**config.mk**
```make
export PLATFORM = sky130hd
export DESIGN_NAME = blm_backlight_ctrl
export DESIGN_NICKNAME = d
export VERILOG_FILES = /design/src/logic/blm_pkg.sv /design/src/logic/blm_flag_if.sv /design/src/logic/blm_backlight_ctrl.sv /design/src/logic/blm_flag_bank.sv
export SDC_FILE = /design/constraint.sdc
export NUM_CORES = 1
export LEC_CHECK = 0
export BUFFER_PORTS_ARGS = -buffer_cell sky130_fd_sc_hd__buf_4
export CORE_ASPECT_RATIO = 0.6
export CORE_UTILIZATION = 40
export DETAILED_ROUTE_END_ITERATION = 12
export HOLD_SLACK_MARGIN = 0.05
export PLACE_DENSITY = 0.59
export SYNTH_ARGS = -nofsm -noshare
export SYNTH_HDL_FRONTEND = slang
export SYNTH_SLANG_ARGS = --single-unit
```
**constraint.sdc**
```tcl
create_clock -name sys_clk -period 5.55 [get_ports sys_clk]
set_clock_uncertainty 0.05 [all_clocks]
set_input_delay 0.8325 -clock sys_clk [delete_from_list [all_inputs] [get_ports sys_clk]]
set_output_delay 0.8325 -clock sys_clk [all_outputs]
set_load 0.005 [all_outputs]
```
**src/logic/blm_pkg.sv**
```systemverilog
`default_nettype none
package blm_pkg;
    // Register offsets on the serial register port
    localparam logic [7:0] BLM_MODE_ADDR = 8'h01;
    localparam logic [7:0] BLM_STAT_ADDR = 8'h02;
    localparam logic [7:0] BLM_MASK_ADDR = 8'h03;
    localparam logic [7:0] BLM_LEVEL_ADDR = 8'h04;
    localparam logic [7:0] BLM_SINKCFG_ADDR = 8'h05;
    localparam logic [7:0] BLM_PERSINK_ADDR = 8'h1b;
    // Mode control field positions
    localparam int BLM_RUN_BIT = 5;
    localparam int BLM_GROUP_BIT = 2;
    localparam int BLM_AUTO_BIT = 1;
    localparam int BLM_BL_BIT = 0;
    // Flag positions in status and mask
    localparam int BLM_FADE_BIT = 5;
    localparam int BLM_OVERLOAD_BIT = 4;
    localparam int BLM_OVERHEAT_BIT = 3;
    localparam int BLM_OVERVOLT_BIT = 2;
    localparam int BLM_CMP_B_BIT = 1;
    localparam int BLM_CMP_A_BIT = 0;
    // Sizes
    localparam int BLM_NUM_FLAGS = 6;
    localparam int BLM_NUM_SINKS = 7;
    localparam int BLM_LEVEL_W = 3;
    // Reset values
    localparam logic [7:0] BLM_MODE_RESET = 8'h00;
    localparam logic [7:0] BLM_MASK_RESET = 8'h00;
    localparam logic [7:0] BLM_LEVEL_RESET = 8'h00;
    localparam logic [7:0] BLM_SINKCFG_RESET = 8'h00;
    localparam logic [7:0] BLM_PERSINK_RESET = 8'h00;
    localparam logic [7:0] BLM_FLAG_RESET = 8'h00;
    // Writable bits of the mode register
    localparam logic [7:0] BLM_MODE_WMASK = 8'h27;
endpackage
`default_nettype wire

```
**src/logic/blm_flag_if.sv**
```systemverilog
`timescale 1ns/1ns
`default_nettype none
// Flag bank to register logic link
interface blm_flag_if #(parameter int N = 6);
    logic [N-1:0] flags; // Sticky flag state
    logic [N-1:0] clear_bits; // Write-one-to-clear data
    logic clear_stb; // Status write strobe
    modport bank (output flags, input clear_bits, input clear_stb);
    modport ctrl (input flags, output clear_bits, output clear_stb);
endinterface
`default_nettype wire

```
**src/logic/blm_backlight_ctrl.sv**
```systemverilog
`timescale 1ns/1ns
`default_nettype none
// Overview of operation
// [RULE_01] Group bit one turns on independent sinks
// [RULE_02] Group bit ignored while any per-sink set
// [RULE_03] Group bit zero turns independent sinks off
// [RULE_04] Host keeps per-sink bits zero for group
// [RULE_05] Auto mode follows comparator level, ignores manual
// [RULE_06] Host enables an ambient level for auto
// [RULE_07] Manual mode uses manual level field only
// [RULE_08] Backlight drives only when enabled and running
// [RULE_09] Fade completion sets flag bit five
// [RULE_10] Overload sets flag bit four
// [RULE_11] Thermal shutdown sets flag bit three
// [RULE_12] Pump overvoltage sets flag bit two
// [RULE_13] Second light comparator sets flag bit one
// [RULE_14] First light comparator sets flag bit zero
// [RULE_15] Flags clear only on written one
// [RULE_16] Interrupt when flag and mask both set
// [RULE_17] Masked flag still sets, no interrupt
// [RULE_18] Mode bit five selects run or standby
// [RULE_19] Flags sticky; bits seven and six zero
module blm_backlight_ctrl
    import blm_pkg::*;
#(
    parameter int NUM_SINKS = BLM_NUM_SINKS,
    parameter int LEVEL_W = BLM_LEVEL_W
)
(
    input wire logic sys_clk,
    input wire logic rst_n,
    input wire logic reg_wr,
    input wire logic reg_rd,
    input wire logic [7:0] reg_addr,
    input wire logic [7:0] reg_wdata,
    output logic [7:0] reg_rdata,
    input wire logic [BLM_NUM_FLAGS-1:0] event_raw,
    input wire logic [LEVEL_W-1:0] cmp_level_raw,
    output logic [NUM_SINKS-1:0] sink_on,
    output logic backlight_drive,
    output logic [LEVEL_W-1:0] level_out,
    output logic run_active,
    output logic irq
);
    // Reset release chain
    logic rst_meta; // Feeds rst_sync only
    logic rst_sync; // Released reset for the whole block

    // Software-visible state
    logic [7:0] mode; // Run, group, auto and backlight bits
    logic [7:0] mask; // Interrupt enables
    logic [LEVEL_W-1:0] manual_level_select; // Manual backlight level
    logic [NUM_SINKS-1:0] sink_cfg; // Sinks designated independent
    logic [NUM_SINKS-1:0] per_sink_on; // Direct per-sink enables
    logic indep_sink_group_on; // Effective group state

    // Comparator level synchroniser
    logic [LEVEL_W-1:0] cmp_meta; // Read only by cmp_sync
    logic [LEVEL_W-1:0] cmp_sync;

    // Decoded mode bits and other internal nets
    logic run_not_sleep;
    logic auto_level_follow;
    logic backlight_on;
    logic wr_mode;
    logic any_per_sink;
    logic [BLM_NUM_FLAGS-1:0] pending;
    logic [NUM_SINKS-1:0] next_sink_on;
    logic [7:0] next_rdata;

    blm_flag_if #(.N(BLM_NUM_FLAGS)) fl ();

    // Reset is asserted at once but released on a clock edge
    always_ff @(posedge sys_clk or negedge rst_n)
    begin
        if (!rst_n)
        begin
            rst_meta <= 1'b0;
            rst_sync <= 1'b0;
        end
        else
        begin
            rst_meta <= 1'b1;
            rst_sync <= rst_meta;
        end
    end

    // Event capture lives in its own bank
    blm_flag_bank #(.N(BLM_NUM_FLAGS)) u_flags (
        .sys_clk(sys_clk),
        .rst_n(rst_sync),
        .event_raw(event_raw),
        .fl(fl.bank)
    );

    // Field decode
    assign run_not_sleep = mode[BLM_RUN_BIT];
    assign auto_level_follow = mode[BLM_AUTO_BIT];
    assign backlight_on = mode[BLM_BL_BIT];
    assign wr_mode = reg_wr && (reg_addr == BLM_MODE_ADDR);
    assign any_per_sink = |per_sink_on;

    // Status writes go straight to the bank as a clear mask
    assign fl.clear_stb = reg_wr && (reg_addr == BLM_STAT_ADDR); // RULE_15
    assign fl.clear_bits = reg_wdata[BLM_NUM_FLAGS-1:0];

    // Register writes; unmapped offsets are dropped
    always_ff @(posedge sys_clk or negedge rst_sync)
    begin
        if (!rst_sync)
        begin
            mode <= BLM_MODE_RESET;
            mask <= BLM_MASK_RESET;
            manual_level_select <= BLM_LEVEL_RESET[LEVEL_W-1:0];
            sink_cfg <= BLM_SINKCFG_RESET[NUM_SINKS-1:0];
            per_sink_on <= BLM_PERSINK_RESET[NUM_SINKS-1:0];
        end
        else if (reg_wr)
        begin
            unique case (reg_addr)
                BLM_MODE_ADDR: mode <= reg_wdata & BLM_MODE_WMASK; // RULE_18
                BLM_MASK_ADDR: mask <= {2'b00, reg_wdata[BLM_NUM_FLAGS-1:0]};
                BLM_LEVEL_ADDR: manual_level_select <= reg_wdata[LEVEL_W-1:0];
                BLM_SINKCFG_ADDR: sink_cfg <= reg_wdata[NUM_SINKS-1:0];
                BLM_PERSINK_ADDR: per_sink_on <= reg_wdata[NUM_SINKS-1:0];
                default: mode <= mode; // Status and unmapped: no stored value
            endcase
        end
    end

    // Group state changes only on a mode write while per-sink bits are all zero;
    // a write made while any per-sink bit is set leaves it as it was
    always_ff @(posedge sys_clk or negedge rst_sync)
    begin
        if (!rst_sync)
        begin
            indep_sink_group_on <= 1'b0;
        end
        else if (wr_mode && !any_per_sink) // RULE_02 RULE_04
        begin
            indep_sink_group_on <= reg_wdata[BLM_GROUP_BIT]; // RULE_01 RULE_03
        end
    end

    // Sink selection; per-sink bits take precedence over the group
    always_comb
    begin
        next_sink_on = '0;
        if (!run_not_sleep)
        begin
            next_sink_on = '0; // RULE_18
        end
        else if (any_per_sink)
        begin
            next_sink_on = per_sink_on; // RULE_02
        end
        else if (indep_sink_group_on)
        begin
            next_sink_on = sink_cfg; // RULE_01
        end
        else
        begin
            next_sink_on = '0; // RULE_03
        end
    end

    // Registered sink drive
    always_ff @(posedge sys_clk or negedge rst_sync)
    begin
        if (!rst_sync)
        begin
            sink_on <= '0;
        end
        else
        begin
            sink_on <= next_sink_on;
        end
    end

    // Backlight enable gated by standby
    always_ff @(posedge sys_clk or negedge rst_sync)
    begin
        if (!rst_sync)
        begin
            backlight_drive <= 1'b0;
            run_active <= 1'b0;
        end
        else
        begin
            backlight_drive <= backlight_on && run_not_sleep; // RULE_08
            run_active <= run_not_sleep; // RULE_18
        end
    end

    // Comparator level comes from analog pins, so settle it first
    always_ff @(posedge sys_clk or negedge rst_sync)
    begin
        if (!rst_sync)
        begin
            cmp_meta <= '0;
            cmp_sync <= '0;
        end
        else
        begin
            cmp_meta <= cmp_level_raw;
            cmp_sync <= cmp_meta;
        end
    end

    // Level source; enabling ambient zones is software's job
    always_ff @(posedge sys_clk or negedge rst_sync)
    begin
        if (!rst_sync)
        begin
            level_out <= '0;
        end
        else if (auto_level_follow)
        begin
            level_out <= cmp_sync; // RULE_05 RULE_06
        end
        else
        begin
            level_out <= manual_level_select; // RULE_07
        end
    end

    // Only unmasked flags reach the host pin
    assign pending = fl.flags & mask[BLM_NUM_FLAGS-1:0];

    always_ff @(posedge sys_clk or negedge rst_sync)
    begin
        if (!rst_sync)
        begin
            irq <= 1'b0;
        end
        else
        begin
            irq <= |pending; // RULE_16 RULE_17
        end
    end

    // Read mux; reserved and unmapped bits read as zero
    always_comb
    begin
        next_rdata = 8'h00;
        unique case (reg_addr)
            BLM_MODE_ADDR: next_rdata = mode;
            BLM_STAT_ADDR: next_rdata = {2'b00, fl.flags}; // RULE_19
            BLM_MASK_ADDR: next_rdata = mask;
            BLM_LEVEL_ADDR: next_rdata = {{(8-LEVEL_W){1'b0}}, manual_level_select};
            BLM_SINKCFG_ADDR: next_rdata = {{(8-NUM_SINKS){1'b0}}, sink_cfg};
            BLM_PERSINK_ADDR: next_rdata = {{(8-NUM_SINKS){1'b0}}, per_sink_on};
            default: next_rdata = 8'h00;
        endcase
    end

    // Read data is held until the next read; reading has no side effect
    always_ff @(posedge sys_clk or negedge rst_sync)
    begin
        if (!rst_sync)
        begin
            reg_rdata <= 8'h00;
        end
        else if (reg_rd)
        begin
            reg_rdata <= next_rdata;
        end
    end
endmodule // blm_backlight_ctrl
`default_nettype wire

```
**src/logic/blm_flag_bank.sv**
```systemverilog
`timescale 1ns/1ns
`default_nettype none
module blm_flag_bank
    import blm_pkg::*;
#(
    parameter int N = 6
)
(
    input wire logic sys_clk,
    input wire logic rst_n,
    input wire logic [N-1:0] event_raw,
    blm_flag_if.bank fl
);
    logic [N-1:0] sync1; // First stage, read only by sync2
    logic [N-1:0] sync2; // Settled event level
    logic [N-1:0] prev; // Delayed copy for edge find
    logic [N-1:0] rise; // One-cycle event pulses
    logic [N-1:0] next_flags;

    // Two-flop synchroniser plus edge history
    always_ff @(posedge sys_clk or negedge rst_n)
    begin
        if (!rst_n)
        begin
            sync1 <= '0;
            sync2 <= '0;
            prev <= '0;
        end
        else
        begin
            sync1 <= event_raw;
            sync2 <= sync1;
            prev <= sync2;
        end
    end

    // A condition that stays asserted sets its flag only once per onset
    assign rise = sync2 & ~prev;

    // Clear first, then set, so a same-cycle event survives the clear
    always_comb
    begin
        next_flags = fl.flags;
        if (fl.clear_stb)
        begin
            next_flags = next_flags & ~fl.clear_bits; // RULE_15
        end
        next_flags = next_flags | rise; // RULE_09 RULE_10 RULE_11 RULE_12 RULE_13 RULE_14
    end

    // Sticky flags hold until cleared by the host
    always_ff @(posedge sys_clk or negedge rst_n)
    begin
        if (!rst_n)
        begin
            fl.flags <= BLM_FLAG_RESET[N-1:0];
        end
        else
        begin
            fl.flags <= next_flags; // RULE_19
        end
    end
endmodule // blm_flag_bank
`default_nettype wire

```
==> results.py <==
metrics = {
    "cts": {
        "cts_buffer_depth": 2,
        "clockRootBuffer": "clkbuf_16",
        "cts_max_level": 3,
        "cts_tree": "built",
        "cts_inserted_buffers": 9,
        "clock-sinks": 80,
        "cts_resized": 0,
        "cts.hold.buffers_added": 0,
        "clk_latency_ns": 0.34,
        "postCtsSetupRepairBufs": 0,
        "clkTransAtPathRegs_ns": 0.06,
    },
    "timing": {
        "worst_pin_slew_ns": 0.955,
        "period_share_pct": 42.9,
        "rsz0062_at_grt": "false",
        "maxSlewHeadroom_pct": 36.3,
        "hold_viol_final": 0,
        "tns_ns": 0,
        "fmax_mhz": 420,
        "fin_crit_ns": 2.38,
        "setup_viol": 0,
        "final_max_slew_viol_count": 0,
    },
    "global_route": {
        "gr-total-overflow": 0,
        "grt_pass1_vias": 1935,
        "antenna_found_initial": 0,
        "track_usage_pct": 18.5,
        "grt_max_degree": 79,
        "grt_pass1_wl_um": 10600,
    },
    "floorplanning": {
        "dieHeight_um": 70.5,
        "rows": 24,
        "start_util_pct": 42.2,
        "die_w_um": 116,
        "core-area_sq_um": 7420,
        "die_area_sq_um": 8190,
        "io_pins": 50,
    },
    "cells_and_area": {
        "seq_area_sq_um": 2010,
        "drive_gt1_share_pct": 36.2,
        "nNetsFinal": 306,
        "multi_input_area_sq_um": 1040,
        "final_common_cell": "dfrtp_1",
        "layout_common_cells": "dfrtp_1, buf_4, mux2_2",
        "fillCellCount": 641,
        "syn_to_final_growth_pct": 25.8,
        "antennaDiodeCount": 0,
        "final_cell_area_sq_um": 3930,
    },
    "min_path": {
        "hold_class": "in -> async",
    },
    "pwr": {
        "p_leak_uw": 0.00185,
        "seqPwrFrac_pct": 45.1,
        "power_density_nw_per_um2": 357,
        "net-switching-power_uw": 280,
        "p_clk_share_pct": 49.8,
        "combPwrFrac_pct": 5.1,
        "ir_drop_mv": 0.168,
        "switching_share_pct": 19.9,
        "p_int_uw": 1120,
    },
    "critical_path": {
        "arrival_ns": 2.55,
        "path_cells": "buf_4 > inv_1 > nor4b_2 > nand2_2 > mux2_2",
        "cp_slowest_stage_delay_ns": 0.77,
        "endpoint_kind": "flip-flop",
        "cp_max_fo": 10,
        "crit_type": "in -> reg",
        "cpMaxStageDelayCell": "nor4b_2",
        "cp-startpoint": "reg_addr[0]",
        "r2r_start": "per_sink_on[0]",
        "cp-start-kind": "input pin",
        "required_ns": 5.72,
    },
    "drt": {
        "drt_iter0_drc": 124,
        "drt_wl_total_um": 6460,
        "wire_per_inst_um": 16.7,
        "first_pass_iters": 4,
        "drc_errors": 0,
        "vias": 1971,
        "ant_nets": 0,
        "viasPerCell": 5.11,
    },
    "synth": {
        "synth_top_cell_area_share_pct": 64.0,
        "synthesis.area_sq_um": 3130,
        "synth_cell_types": 39,
        "synth_top_area_cell": "dfrtp_1",
        "yosys_warnings": 0,
        "syn_inst": 228,
        "synth_nets": 257,
        "syn_area_per_cell_sq_um": 13.7,
        "seq_area_frac_synth_pct": 64.0,
        "ys_ff_latch": 80,
        "synth_area_leaders": "dfrtp_1, mux2_2, a22o_1",
    },
    "placement": {
        "dpl.hpwl_um": 4530,
        "place_congestion": 0.853,
        "place_area_sq_um": 3570,
        "port_buffers": 47,
    },
    "flow_run": {
        "maxCapViolCount": 0,
    },
    "run_status": {
        "status": "finished, final reports clean",
    },
}
power by group through the flow:
| stage | Combinational [uW] | Sequential, uW | Clock (uW) |
|---|---|---|---|
| detailed placement | 72.4 | 645 | 0 |
| CTS | 72.8 | 635 | 716 |
| global route | 79.9 | 639 | 742 |
| finish | 72.0 | 634 | 699 |
| global placement | 71.3 | 645 | 0 |
| floorplan | 37.5 | 637 | 0 |
kinds of logic (layout without fill, tap and decap cells):
| family | Yosys count | after routing | share of synthesized area [%] |
|---|---|---|---|
| other | 2 | 2 | 0.240 |
| muxes | 38 | 38 | 13.4 |
| DFF | 80 | 80 | 64.0 |
| buffers and inverters | 19 | 73 | 2.64 |
| AOI/OAI and AO/OA | 41 | 41 | 9.72 |
| and+or+nand+nor | 48 | 48 | 9.96 |
layout make-up:
class | count | area share [%]
inverter | 10 | 0.954
sequential | 80 | 51.0
clock buffer | 12 | 6.77
timing repair buffer | 47 | 8.97
tap | 104 | 3.31
multi-input combinational | 129 | 26.5
clock inverter | 4 | 2.51
per-stage QoR:
step | hold WS [ns] | cells | setup slack, ns | util [%] | power [uW]
after floorplan | 0.281 | 228 | 3.11 | - | 675
after global placement | 0.284 | 370 | 2.84 | 48.1 | 716
after detailed placement | 0.286 | 370 | 2.84 | 48.1 | 718
after CTS | 0.203 | 386 | 3.20 | 53.0 | 1420
after global routing | 0.199 | 386 | 3.06 | 53.0 | 1460
final | 0.214 | 386 | 3.17 | 53.0 | 1400
worst paths after layout:
path,end,slack [ns],cells past startpoint
max,per_sink_on[4],3.17,5
min reg2reg,cmp_sync[1],0.30,0
min in group sys_clk,cmp_sync[1],0.30,0
min,rst_sync,0.21,1
max in group asynchronous,backlight_drive,4.40,0
max reg2reg,sink_on[4],3.81,4
routing by layer:
metal	global-route usage [%]	part of all wire, %
met4	7.26	1.1
met1	27.7	52
met2	23.3	41
met3	7.29	6.2
met5	0	0
sequential cells by signal, summed over array words and instances (netlist names):
name	flops
backlight_drive	1
cmp_meta	3
cmp_sync	3
indep_sink_group_on	1
irq	1
level_out	3
manual_level_select	3
mask	6
mode	4
per_sink_on	7
reg_rdata	7
rst_meta	1
rst_sync	1
run_active	1
sink_cfg	7
sink_on	7
u_flags.fl.flags	6
u_flags.prev	6
u_flags.sync1	6
u_flags.sync2	6
worst max-delay path: cells and delay by family:
family	cells	cell delay, ns
and+or+nand+nor	2	1.08
muxes	1	0.34
buffers and inverters	2	0.29
cell usage after synthesis:
library cell  number
and2b_1            1
a22oi_1            6
nor2_1             8
nor4b_2            1
o22ai_1            3
inv_1             10
mux2i_1            7
dfrtp_1           80
conb_1             2
nor2b_1            7
nand2_2            1
o2bb2ai_1          5
and3b_1            1
nand3_1            3
nand2_1            7
a22o_1             9
nand3b_1           1
or2_2              1
mux2_1             1
and4b_1            1
o21a_1             1
nor3_2             2
nor4_4             1
mux2_2            30
and2_1             2
or4_4              1
clkbuf_1           6
nand2b_1           1
and4_1             1
a32oi_1            1
a222oi_1           3
o211ai_1           1
o32ai_1            1
nand4b_1           2
nor4_1             2
a21oi_1           11
nor3_1             3
buf_4              3
nand3_2            1
(Power assumes the default switching activity.)
